[src/logic/gcfr_consts.svh]
/*
 * offsets, field positions, reset values and write masks of the global
 * control and state-machine clock register bank.
 * assumes nothing; definitions only, included by bare name.
 */
`ifndef GCFR_CONSTS_SVH
`define GCFR_CONSTS_SVH

// ----------------------------------------------------------------------
// register offsets on the serial port
// ----------------------------------------------------------------------
`define GCFR_OFS_GLOBAL       7'h00
`define GCFR_OFS_FSM_CLK      7'h02
`define GCFR_OFS_CH_CTRL      7'h03
`define GCFR_OFS_OUT_EN_A     7'h04

// ----------------------------------------------------------------------
// reset values
// ----------------------------------------------------------------------
`define GCFR_RST_GLOBAL       16'h0000
`define GCFR_RST_FSM_CLK      16'h0223
`define GCFR_RST_CH_CTRL      16'hff86
`define GCFR_RST_OUT_EN_A     16'h36ff

// ----------------------------------------------------------------------
// writable bits; the rest are read-only reserved and read as zero
// ----------------------------------------------------------------------
`define GCFR_WMASK_GLOBAL     16'hffff
`define GCFR_WMASK_FSM_CLK    16'h07ff
`define GCFR_WMASK_CH_CTRL    16'hff87
`define GCFR_WMASK_OUT_EN_A   16'h3fff

// ----------------------------------------------------------------------
// field positions
// ----------------------------------------------------------------------
`define GCFR_BIT_SOFT_RST     0
`define GCFR_BIT_LOW_POWER    2
`define GCFR_BIT_GEN_ON       5
`define GCFR_PRE_LSB          6
`define GCFR_PRE_MSB          9
`define GCFR_DIV_LSB          0
`define GCFR_DIV_MSB          2
`define GCFR_CAL_SIL_LSB      7
`define GCFR_LOGIC_CAL_SIL    11
`define GCFR_PAIR_ON_LSB      12
`define GCFR_OUT_CLK_LSB      0
`define GCFR_OUT_REF_LSB      4

// ----------------------------------------------------------------------
// serial frame: read flag, 7 address bits, 16 data bits
// ----------------------------------------------------------------------
`define GCFR_FRAME_HDR_BITS   5'h08
`define GCFR_FRAME_BITS       5'h18

`endif

[src/logic/gcfr_pkg.sv]
/*
 * types shared by the register bank and its serial port.
 * assumes the consts header for all numeric values.
 */
`default_nettype none

package gcfr_pkg;
   typedef logic [6:0]  gcfr_addr_t;
   typedef logic [15:0] gcfr_data_t;
   typedef logic [4:0]  gcfr_bitcnt_t;
endpackage

`default_nettype wire

[src/logic/gcfr_serial_port.sv]
/*
 * serial register port: 24-bit frames, read flag first, msb first,
 * sampled on rising sck, read data driven after falling sck.
 * assumes sck high and low each last at least three clk_sys periods.
 */
`timescale 1ns/1ps
`default_nettype none
`include "gcfr_consts.svh"

module gcfr_serial_port (
   input  wire logic              clk_sys,
   input  wire logic              rst_b,
   input  wire logic              spi_sck,
   input  wire logic              spi_cs_b,
   input  wire logic              spi_sdi,
   output logic                   spi_sdo,
   output gcfr_pkg::gcfr_addr_t   addr,
   output gcfr_pkg::gcfr_data_t   wdata,
   output logic                   wr_stb,
   input  wire gcfr_pkg::gcfr_data_t rdata
);

   // ----------------------------------------------------------------------
   // state
   // ----------------------------------------------------------------------
   logic [2:0]               s1_r;
   logic [2:0]               s2_r;
   logic                     sck_d_r;
   gcfr_pkg::gcfr_bitcnt_t   cnt_r,   cnt_nxt;
   logic [22:0]              sh_r,    sh_nxt;
   logic                     rd_r,    rd_nxt;
   gcfr_pkg::gcfr_data_t     osh_r,   osh_nxt;
   logic                     sdo_nxt;
   gcfr_pkg::gcfr_addr_t     addr_nxt;
   gcfr_pkg::gcfr_data_t     wdata_nxt;
   logic                     wr_nxt;
   logic                     rise;
   logic                     fall;
   logic                     cs_b;
   logic                     sdi;

   assign cs_b = s2_r[1];
   assign sdi  = s2_r[0];
   assign rise = s2_r[2] & ~sck_d_r;
   assign fall = ~s2_r[2] & sck_d_r;

   // ----------------------------------------------------------------------
   // frame decode
   // ----------------------------------------------------------------------
   // pins are asynchronous, so nothing reads them before two flops
   always_comb begin
      cnt_nxt   = cnt_r;
      sh_nxt    = sh_r;
      rd_nxt    = rd_r;
      osh_nxt   = osh_r;
      sdo_nxt   = spi_sdo;
      addr_nxt  = addr;
      wdata_nxt = wdata;
      wr_nxt    = 1'b0;
      if (cs_b) begin
         cnt_nxt = '0;          // a short frame is dropped without effect
      end else if (rise && cnt_r != `GCFR_FRAME_BITS) begin
         sh_nxt  = {sh_r[21:0], sdi};
         cnt_nxt = cnt_r + 5'h01;
         if (cnt_nxt == `GCFR_FRAME_HDR_BITS) begin
            rd_nxt   = sh_r[6];
            addr_nxt = {sh_r[5:0], sdi};
         end
         if (cnt_nxt == `GCFR_FRAME_BITS && !rd_r) begin
            wdata_nxt = {sh_r[14:0], sdi};
            wr_nxt    = 1'b1;
         end
      end else if (fall && rd_r && cnt_r >= `GCFR_FRAME_HDR_BITS) begin
         if (cnt_r == `GCFR_FRAME_HDR_BITS) begin
            sdo_nxt = rdata[15];
            osh_nxt = {rdata[14:0], 1'b0};
         end else begin
            sdo_nxt = osh_r[15];
            osh_nxt = {osh_r[14:0], 1'b0};
         end
      end
   end

   // registers only
   always_ff @(posedge clk_sys or negedge rst_b) begin
      if (!rst_b) begin
         s1_r    <= 3'h7;
         s2_r    <= 3'h7;
         sck_d_r <= 1'b1;
         cnt_r   <= '0;
         sh_r    <= '0;
         rd_r    <= 1'b0;
         osh_r   <= '0;
         spi_sdo <= 1'b0;
         addr    <= '0;
         wdata   <= '0;
         wr_stb  <= 1'b0;
      end else begin
         s1_r    <= {spi_sck, spi_cs_b, spi_sdi};
         s2_r    <= s1_r;
         sck_d_r <= s2_r[2];
         cnt_r   <= cnt_nxt;
         sh_r    <= sh_nxt;
         rd_r    <= rd_nxt;
         osh_r   <= osh_nxt;
         spi_sdo <= sdo_nxt;
         addr    <= addr_nxt;
         wdata   <= wdata_nxt;
         wr_stb  <= wr_nxt;
      end
   end

endmodule

`default_nettype wire

[src/logic/gcfr_regbank.sv]
/*
 * global control and state-machine clock register bank with its serial
 * port, state-machine clock divider and output enable gating.
 * assumes cal_active comes from logic on clk_sys and that clk_sys stands
 * for the input clock that feeds the state-machine clock divider.
 */
`timescale 1ns/1ps
`default_nettype none
`include "gcfr_consts.svh"

module gcfr_regbank #(
   parameter int PAIRS = 4
) (
   input  wire logic             clk_sys,
   input  wire logic             rst_b,
   input  wire logic             spi_sck,
   input  wire logic             spi_cs_b,
   input  wire logic             spi_sdi,
   output logic                  spi_sdo,
   input  wire logic             cal_active,
   output logic [PAIRS-1:0]      pair_clock_en,
   output logic [PAIRS-1:0]      pair_ref_en,
   output logic                  fabric_clock_en,
   output logic                  fabric_ref_en,
   output logic                  low_power_hold,
   output logic                  fsm_tick
);

   // ----------------------------------------------------------------------
   // decode helpers
   // ----------------------------------------------------------------------
   // reserved codes fall back to the slowest pre-divide, the safe choice
   function automatic logic [3:0] gcfr_pre_factor(input logic [3:0] code);
      unique case (code)
         4'h2:    gcfr_pre_factor = 4'h2;
         4'h4:    gcfr_pre_factor = 4'h4;
         default: gcfr_pre_factor = 4'h8;
      endcase
   endfunction

   function automatic logic [10:0] gcfr_period(input logic [15:0] fsm, input logic [15:0] ch);
      gcfr_period = 11'({7'h00, gcfr_pre_factor(fsm[`GCFR_PRE_MSB:`GCFR_PRE_LSB])}
                        << ch[`GCFR_DIV_MSB:`GCFR_DIV_LSB]);
   endfunction

   // ----------------------------------------------------------------------
   // serial port
   // ----------------------------------------------------------------------
   gcfr_pkg::gcfr_addr_t   addr;
   gcfr_pkg::gcfr_data_t   wdata;
   gcfr_pkg::gcfr_data_t   rdata;
   logic                   wr_stb;

   gcfr_serial_port u_port (
      .clk_sys  (clk_sys),
      .rst_b    (rst_b),
      .spi_sck  (spi_sck),
      .spi_cs_b (spi_cs_b),
      .spi_sdi  (spi_sdi),
      .spi_sdo  (spi_sdo),
      .addr     (addr),
      .wdata    (wdata),
      .wr_stb   (wr_stb),
      .rdata    (rdata)
   );

   // ----------------------------------------------------------------------
   // registers and divider
   // ----------------------------------------------------------------------
   gcfr_pkg::gcfr_data_t   glb_r,  glb_nxt;
   gcfr_pkg::gcfr_data_t   fsm_r,  fsm_nxt;
   gcfr_pkg::gcfr_data_t   ch_r,   ch_nxt;
   gcfr_pkg::gcfr_data_t   oe_r,   oe_nxt;
   logic [9:0]             cnt_r,  cnt_nxt;
   logic [10:0]            period;
   logic [PAIRS-1:0]       pclk_nxt;
   logic [PAIRS-1:0]       pref_nxt;
   logic                   fclk_nxt;
   logic                   lp_nxt;
   logic                   tick_nxt;
   logic                   srst_wr;
   logic                   lp;

   assign period  = gcfr_period(fsm_r, ch_r);
   assign srst_wr = wr_stb && addr == `GCFR_OFS_GLOBAL && wdata[`GCFR_BIT_SOFT_RST];
   assign lp      = glb_r[`GCFR_BIT_LOW_POWER];

   // read mux; the stored masks keep reserved read-only bits at zero
   always_comb begin
      unique case (addr)
         `GCFR_OFS_GLOBAL:   rdata = glb_r;
         `GCFR_OFS_FSM_CLK:  rdata = fsm_r;
         `GCFR_OFS_CH_CTRL:  rdata = ch_r;
         `GCFR_OFS_OUT_EN_A: rdata = oe_r;
         default:            rdata = '0;
      endcase
   end

   // register writes; a soft reset write reloads every default at once and leaves the soft reset bit set
   always_comb begin
      glb_nxt = glb_r;
      fsm_nxt = fsm_r;
      ch_nxt  = ch_r;
      oe_nxt  = oe_r;
      if (srst_wr) begin
         glb_nxt = `GCFR_RST_GLOBAL | 16'h0001;
         fsm_nxt = `GCFR_RST_FSM_CLK;
         ch_nxt  = `GCFR_RST_CH_CTRL;
         oe_nxt  = `GCFR_RST_OUT_EN_A;
      end else if (wr_stb) begin
         glb_nxt[`GCFR_BIT_SOFT_RST] = 1'b0;
         unique case (addr)
            `GCFR_OFS_GLOBAL:   glb_nxt = wdata & `GCFR_WMASK_GLOBAL;
            `GCFR_OFS_FSM_CLK:  fsm_nxt = wdata & `GCFR_WMASK_FSM_CLK;
            `GCFR_OFS_CH_CTRL:  ch_nxt  = wdata & `GCFR_WMASK_CH_CTRL;
            `GCFR_OFS_OUT_EN_A: oe_nxt  = wdata & `GCFR_WMASK_OUT_EN_A;
            default: ;                                               // unmapped writes vanish
         endcase
      end
   end

   // state-machine clock: one tick per pre-divide times 2^divide input clocks
   always_comb begin
      cnt_nxt  = cnt_r;
      tick_nxt = 1'b0;
      if (glb_r[`GCFR_BIT_SOFT_RST] || lp || !fsm_r[`GCFR_BIT_GEN_ON]) begin
         cnt_nxt = '0;
      end else if ({1'b0, cnt_r} >= period - 11'h001) begin
         cnt_nxt  = '0;
         tick_nxt = 1'b1;
      end else begin
         cnt_nxt = cnt_r + 10'h001;
      end
   end

   // output gating; pair enable wins over every other enable
   always_comb begin
      for (int i = 0; i < PAIRS; i++) begin
         pclk_nxt[i] = ch_r[`GCFR_PAIR_ON_LSB+i] && !lp
                       && !(cal_active && ch_r[`GCFR_CAL_SIL_LSB+i])
                       && oe_r[`GCFR_OUT_CLK_LSB+i];
         pref_nxt[i] = ch_r[`GCFR_PAIR_ON_LSB+i] && !lp
                       && !(cal_active && ch_r[`GCFR_CAL_SIL_LSB+i])
                       && oe_r[`GCFR_OUT_REF_LSB+i];
      end
      fclk_nxt = !lp && !(cal_active && ch_r[`GCFR_LOGIC_CAL_SIL]);
      lp_nxt   = lp;
   end

   // registers only
   always_ff @(posedge clk_sys or negedge rst_b) begin
      if (!rst_b) begin
         glb_r           <= `GCFR_RST_GLOBAL;
         fsm_r           <= `GCFR_RST_FSM_CLK;
         ch_r            <= `GCFR_RST_CH_CTRL;
         oe_r            <= `GCFR_RST_OUT_EN_A;
         cnt_r           <= '0;
         pair_clock_en   <= '0;
         pair_ref_en     <= '0;
         fabric_clock_en <= 1'b0;
         fabric_ref_en   <= 1'b0;
         low_power_hold  <= 1'b0;
         fsm_tick        <= 1'b0;
      end else begin
         glb_r           <= glb_nxt;
         fsm_r           <= fsm_nxt;
         ch_r            <= ch_nxt;
         oe_r            <= oe_nxt;
         cnt_r           <= cnt_nxt;
         pair_clock_en   <= pclk_nxt;
         pair_ref_en     <= pref_nxt;
         fabric_clock_en <= fclk_nxt;
         fabric_ref_en   <= fclk_nxt;
         low_power_hold  <= lp_nxt;
         fsm_tick        <= tick_nxt;
      end
   end

   for (genvar g = 0; g < PAIRS; g++) begin : g_pair_chk

   end
endmodule

`default_nettype wire

[config.mk]
export PLATFORM = sky130hd
export DESIGN_NAME = gcfr_regbank
export DESIGN_NICKNAME = d
export VERILOG_FILES = /design/src/logic/gcfr_pkg.sv /design/src/logic/gcfr_serial_port.sv /design/src/logic/gcfr_regbank.sv
export VERILOG_INCLUDE_DIRS = /design/src /design/src/logic
export SDC_FILE = /design/constraint.sdc
export NUM_CORES = 1
export LEC_CHECK = 0
export BUFFER_PORTS_ARGS = -buffer_cell sky130_fd_sc_hd__clkbuf_2
export CAP_MARGIN = 20
export CELL_PAD_IN_SITES_DETAIL_PLACEMENT = 1
export CELL_PAD_IN_SITES_GLOBAL_PLACEMENT = 2
export CORE_ASPECT_RATIO = 0.8
export CORE_MARGIN = 5
export CORE_UTILIZATION = 41
export DETAILED_ROUTE_END_ITERATION = 8
export PLACE_DENSITY_LB_ADDON = 0.1
export SETUP_SLACK_MARGIN = 0.15
export SLEW_MARGIN = 20
export SYNTH_ARGS = -nofsm -noshare
export SYNTH_HDL_FRONTEND = slang
export SYNTH_SLANG_ARGS = --single-unit
export TNS_END_PERCENT = 1
[constraint.sdc]
create_clock -name clk_sys -period 4.4 [get_ports clk_sys]
set_clock_uncertainty 0.15 [all_clocks]
set_input_delay 0.88 -clock clk_sys [delete_from_list [all_inputs] [get_ports clk_sys]]
set_output_delay 0.88 -clock clk_sys [all_outputs]
set_load 0.1 [all_outputs]
Word-level counts from Yosys, hierarchy flattened. Index checks and enable logic that the tools add are counted.

Register bits after elaboration: 154. Input bits: 6. Output and inout bits: 13. Word-level logic and storage cells: 121.

$add $sub $neg: 3. Order comparisons: 2. Equal/unequal tests: 9. Shift operators: 1. Muxes and demuxes: 25. Bitwise operators: 6. Reduce and logical (&&, ||, !) cells: 53.

Operators with widths (number): $mux W16 (13); $pmux W16 S4 (1); $logic_and A1 B1 Y1 (28); $mux W10 (2); $eq A7 B2 Y1 const B (2); $reduce_bool A2 Y1 (6); $ge A10 B11 Y1 (1); $shl A4 B3 Y11 (1); $sub A11 B1 Y11 const B (1); $add A10 B1 Y10 const B (1); $eq A5 B4 Y1 const B (2); $mux W5 (2); $reduce_and A2 Y1 (5); $reduce_and A3 Y1 (3); $logic_not A1 Y1 (8); $pmux W4 S2 (1); $eq A7 B3 Y1 const B (1); $logic_not A7 Y1 (1); $mux W1 (6); $add A5 B1 Y5 const B (1); $eq A5 B5 Y1 const B (1); $ge A5 B4 Y1 const B (1); $ne A5 B5 Y1 const B (1); $eq A4 B2 Y1 const B (1); 4 further kinds (9).

Depth between registers and ports, before layout.
Depth after elaboration: 7. Depth in mapped cells: 15. Gate-level depth less buffers: 13.

Cells and area by module. A second synthesis with hierarchy kept.

Cells, all modules: 647. Area, all modules: 6891.6 um^2.

By module, submodules not included: gcfr_regbank (times used 1, cells an instance 409, area an instance 4005.1 um^2, sequential area each 1885.6 um^2); gcfr_serial_port (times used 1, cells an instance 238, area an instance 2886.5 um^2, sequential area each 1710.4 um^2).

Worst setup path after synthesis. Ideal clock, no wire load.

Path type: flip-flop to flip-flop. From: register ch_r[1]. To: register cnt_r[9]. Setup time: 78 ps. Data arrival time: 2986 ps. Data required time: 4172 ps. Setup slack: 1186 ps. Cell stages (with the launch flop): 14. Period minus slack after synthesis: 3214 ps. Path through: dfstp_2 clkbuf_1 nor3_1 nand3_1 ha_1 o31a_1 o2111a_1 or3_1 a31oi_1 ha_1 and3_1 a211o_1 clkbuf_1 a21oi_1.

Cells in the longest elaborated chain, start to end: 5.

RTL lines: start, declared (line gcfr_regbank.sv:72) `gcfr_pkg::gcfr_data_t ch_r, ch_nxt;`; start signal, assigned (line gcfr_regbank.sv:155) `` ch_r <= `GCFR_RST_CH_CTRL; ``; start signal, assigned (line gcfr_regbank.sv:167) `ch_r <= ch_nxt;`; $shl A4 B3 Y11 (line gcfr_regbank.sv:42) `` gcfr_period = 11'({7'h00, gcfr_pre_factor(fsm[`GCFR_PRE_MSB:`GCFR_PRE_LSB])} ``; $sub A11 B1 Y11 (line gcfr_regbank.sv:128) `end else if ({1'b0, cnt_r} >= period - 11'h001) begin`; $ge A10 B11 Y1 (line gcfr_regbank.sv:128); $mux W10 (line gcfr_regbank.sv:128); $mux W10 (line gcfr_regbank.sv:126) `` if (glb_r[`GCFR_BIT_SOFT_RST] || lp || !fsm_r[`GCFR_BIT_GEN_ON]) begin ``; named net cnt_nxt[9] (line gcfr_regbank.sv:74) `logic [9:0] cnt_r, cnt_nxt;`; end signal, assigned (line gcfr_regbank.sv:169) `cnt_r <= cnt_nxt;`; end, declared (line gcfr_regbank.sv:74).

The timed path passes the listed nets, and every way through them passes these cells. A chain may end at the register's enable or synchronous reset.

Worst setup path in the final report.
From: register fsm_r[6]. To: register cnt_r[2].

Cells in the longest elaborated chain, start to end: 7. Elaborated cells between the ends (all ways): 8. Those cells by class: 1 x add/sub; 1 x order compare; 2 x eq/ne; 1 x shift; 3 x mux.

RTL lines: start, declared (line gcfr_regbank.sv:71) `gcfr_pkg::gcfr_data_t fsm_r, fsm_nxt;`; start signal, assigned (line gcfr_regbank.sv:154) `` fsm_r <= `GCFR_RST_FSM_CLK; ``; start signal, assigned (line gcfr_regbank.sv:166) `fsm_r <= fsm_nxt;`; $eq A4 B3 Y1 or $eq A4 B2 Y1 (tied branches) (line gcfr_regbank.sv:34) `unique case (code)`; $pmux W4 S2 * (line gcfr_regbank.sv:34); $shl A4 B3 Y11 * (line gcfr_regbank.sv:42); $sub A11 B1 Y11 * (line gcfr_regbank.sv:128); $ge A10 B11 Y1 * (line gcfr_regbank.sv:128); $mux W10 * (line gcfr_regbank.sv:128); $mux W10 * (line gcfr_regbank.sv:126); named net cnt_nxt[2] (line gcfr_regbank.sv:74).

Mark *: on every way through the listed nets, which the timed path passes. The rest lies on a longest branch.

==> impl_metrics.json <==
{
  "slew_viol_final": 0,
  "vias_per_cell": 5.537,
  "hpwlAfterDp_um": 12030,
  "synth.mux.area_fraction_pct": 9.873,
  "worstRegToRegCells": 11,
  "ioPinCount": 19,
  "grt.total_usage_pct": 19.00,
  "hold_viol_final": 0,
  "netlist-cell-type-count": 58,
  "cts_tree": "yes",
  "clk_pin_slew_ns": 0.06,
  "pre_cts_slack_ns": 0.8190,
  "cts-resized-gates": 0,
  "clk_path_buf_depth": 2,
  "synth_top_family_by_area": "simple AND/OR/NAND/NOR gates",
  "synth_edf_count": 0,
  "synth_fp_nets": 668,
  "crit_slowest_cell": "nor3_1",
  "r2r_slack_ns": 0.78,
  "drive_gt1_share_pct": 20.54,
  "hp-start": "u_port.s1_r[1]",
  "max-slew-margin-rel_pct": 25.73,
  "wire_per_inst_um": 19.75,
  "fmax_ghz": 0.2761,
  "synth_xor_area_share_pct": 1.956,
  "postCtsSetupRepairBufs": 0,
  "crit_fanout": 10,
  "power_density_nw_per_um2": 387.3,
  "vias": 4856,
  "hold_end": "u_port.s2_r[1]",
  "arrival_ns": 3.82,
  "synthFlopType": "dfrtp_1",
  "rsz0062_at_grt": "false",
  "grt_max_degree": 97,
  "postRouteAntennaNets": 0,
  "gp_congestion": 0.7730,
  "setup_tns_ns": 0,
  "cp_common_cell": "ha_1",
  "synth_area_leaders": "dfrtp_1 (40%), dfstp_2 (13%), nand2_1 (5.9%)",
  "htreeDepth": 4,
  "nFillCells": 1766,
  "cap_violations": 0,
  "clk_latency_ns": 0.43,
  "hold_path_depth": 0,
  "yosysTopAreaCellShare_pct": 40.24,
  "r2r-end": "cnt_r[2]",
  "cts_buffers": 17,
  "worstPathCellList": "nor3_1 -> nand3_1 -> ha_1 -> o31a_1 -> o2111a_1 -> or3_1 -> a31oi_1 -> ha_1 -> and3_1 -> a211o_1 -> nor2_1",
  "synthAdderAreaFrac_pct": 2.608,
  "clock-sinks": 142,
  "area_growth_pct": 12.78,
  "antenna_found_initial": 0,
  "grt_pass1_vias": 5046,
  "min_period_ns": 3.621,
  "syn_area_um2": 6716,
  "leakage_nw": 3.265,
  "routed_wl_um": 17320,
  "synth_compound_area_share_pct": 12.13,
  "hold_class": "flop to flop",
  "seq_area_frac_synth_pct": 53.54,
  "rows": 41,
  "rr_startpoint": "fsm_r[6]",
  "syn_inst": 648,
  "ys_async_sr_fraction_pct": 100.0,
  "ir_drop_mv": 0.2233,
  "root_buffer": "clkbuf_16",
  "n_antenna_cell": 0,
  "nNetsFinal": 669,
  "period_share_pct": 82.30,
  "avgSynthCellArea_um2": 10.36,
  "path_class": "flop to flop",
  "worstSetupEndpointType": "flop",
  "die_h_um": 124.5,
  "drtIter0Drc": 272,
  "setup_violations": 0,
  "cts_hold_buf": 0,
  "yosys_warnings": 0,
  "crit_required_ns": 4.60,
  "drtPass1Iterations": 5,
  "dieArea_um2": 19060,
  "start_util_pct": 42.23,
  "final_common_cell": "dfrtp_1",
  "whs_ns": 0.2053,
  "yosysTopAreaCell": "dfrtp_1",
  "setup_slack_ns": 0.7787,
  "synth-simple-area-share_pct": 16.43,
  "grt_overflow_total": 0,
  "cp-start-kind": "flop",
  "placeableCoreArea_um2": 15900,
  "status": "completed",
  "grt_pass1_wl_um": 28750,
  "ys_ff_latch": 142,
  "tightest_slew_ns": 1.114,
  "numPortBuffers": 18,
  "die_width_um": 153.1,
  "crit_path_max_incr_delay_ns": 0.61,
  "drc": 0,
  "final_cell_mix": "dfrtp_1 (108), nand2_1 (106), nor2_1 (44)"
}
power breakdown:
part / switching [mW] / internal, mW / total (mW)
clock network: 0.593 / 0.877 / 1.47
registers: 0.0386 / 1.35 / 1.39
logic: 0.0392 / 0.0369 / 0.0761
total: 0.671 / 2.26 / 2.93
synthesized netlist by cell type, drive strengths merged, types with 8 or more instances:
cell    count
dfrtp     108
nor2       44
and2        9
nand3      36
mux2       39
inv        14
clkbuf     33
xor2        8
a22oi      18
nand2     106
o21ai      29
a21oi      36
buf         9
mux2i      19
ha         14
dfstp      34
logic make-up (layout without fill, tap and decap cells):
logic type	Yosys count	count (layout)
buffers and inverters	57	71
xor gates and xnor gates	15	15
AOI/OAI and AO/OA	127	127
muxes	58	58
adders and majority gates	14	14
DFF	142	142
and+or+nand+nor	235	235
sequential cells by signal (all words and copies together) (netlist names), 3 cells and up:
name and cells:
u_port.osh_r 15, u_port.s2_r 3, u_port.s1_r 3, pair_clock_en 4, oe_r 14, glb_r 16, u_port.addr 7, fsm_r 11
ch_r 12, cnt_r 10, u_port.wdata 16, pair_ref_en 4, u_port.cnt_r 5, u_port.sh_r 15
worst max-delay path by stage:
stage | endpoint | cells after the start | startpoint | slack, ns
2_1_floorplan | cnt_r[9] | 13 | ch_r[1] | 1.19
3_3_place_gp | cnt_r[9] | 11 | fsm_r[6] | 0.99
4_1_cts | cnt_r[2] | 11 | fsm_r[6] | 0.80
3_5_place_dp | cnt_r[2] | 11 | fsm_r[6] | 0.82
5_1_grt | cnt_r[2] | 11 | fsm_r[6] | 0.57
6_report | cnt_r[2] | 11 | fsm_r[6] | 0.78
worst max-delay path: cells and delay by family, from the launching register on:
| kind | cells | cell delay, ns |
|---|---|---|
| AND/OR/NAND/NOR | 5 | 1.49 |
| AO/OA/AOI/OAI | 4 | 0.90 |
| adder cells (fa/ha/maj) | 2 | 0.56 |
| flip-flops | 1 | 0.45 |
metal layers:
metal | routed length [µm] | global-route usage, % | part of all wire (%) | vias up
li1 | - | - | - | 2275
met1 | 8860 | 28.64 | 51 | 2501
met2 | 7704 | 27.60 | 44 | 62
met3 | 554 | 3.751 | 3.2 | 18
met4 | 198 | 5.605 | 1.1 | 0
met5 | 0 | 0 | 0 | -
metrics by stage:
| stage | util (%) | instances | total power, mW | area [µm²] |
|---|---|---|---|---|
| floorplan | - | 648 | 1.438 | 6716 |
| global placement | 43.82 | 845 | 1.485 | 6969 |
| detailed placement | 43.82 | 845 | 1.491 | 6969 |
| CTS | 47.63 | 877 | 2.977 | 7575 |
| global route | 47.63 | 877 | 3.048 | 7575 |
| finish | 47.63 | 877 | 2.934 | 7575 |
final cells by class:
type | instances | area [µm²] | share of cell area (%)
tap | 215 | 269.0 | 3.551
clock inverter | 13 | 152.6 | 2.015
clock buffer | 19 | 452.9 | 5.980
timing repair buffer | 24 | 153.9 | 2.032
multi-input combinational | 449 | 2894 | 38.21
sequential | 142 | 3596 | 47.47
inverter | 15 | 56.30 | 0.7433
No activity file was read; power rests on OpenSTA's default activity.
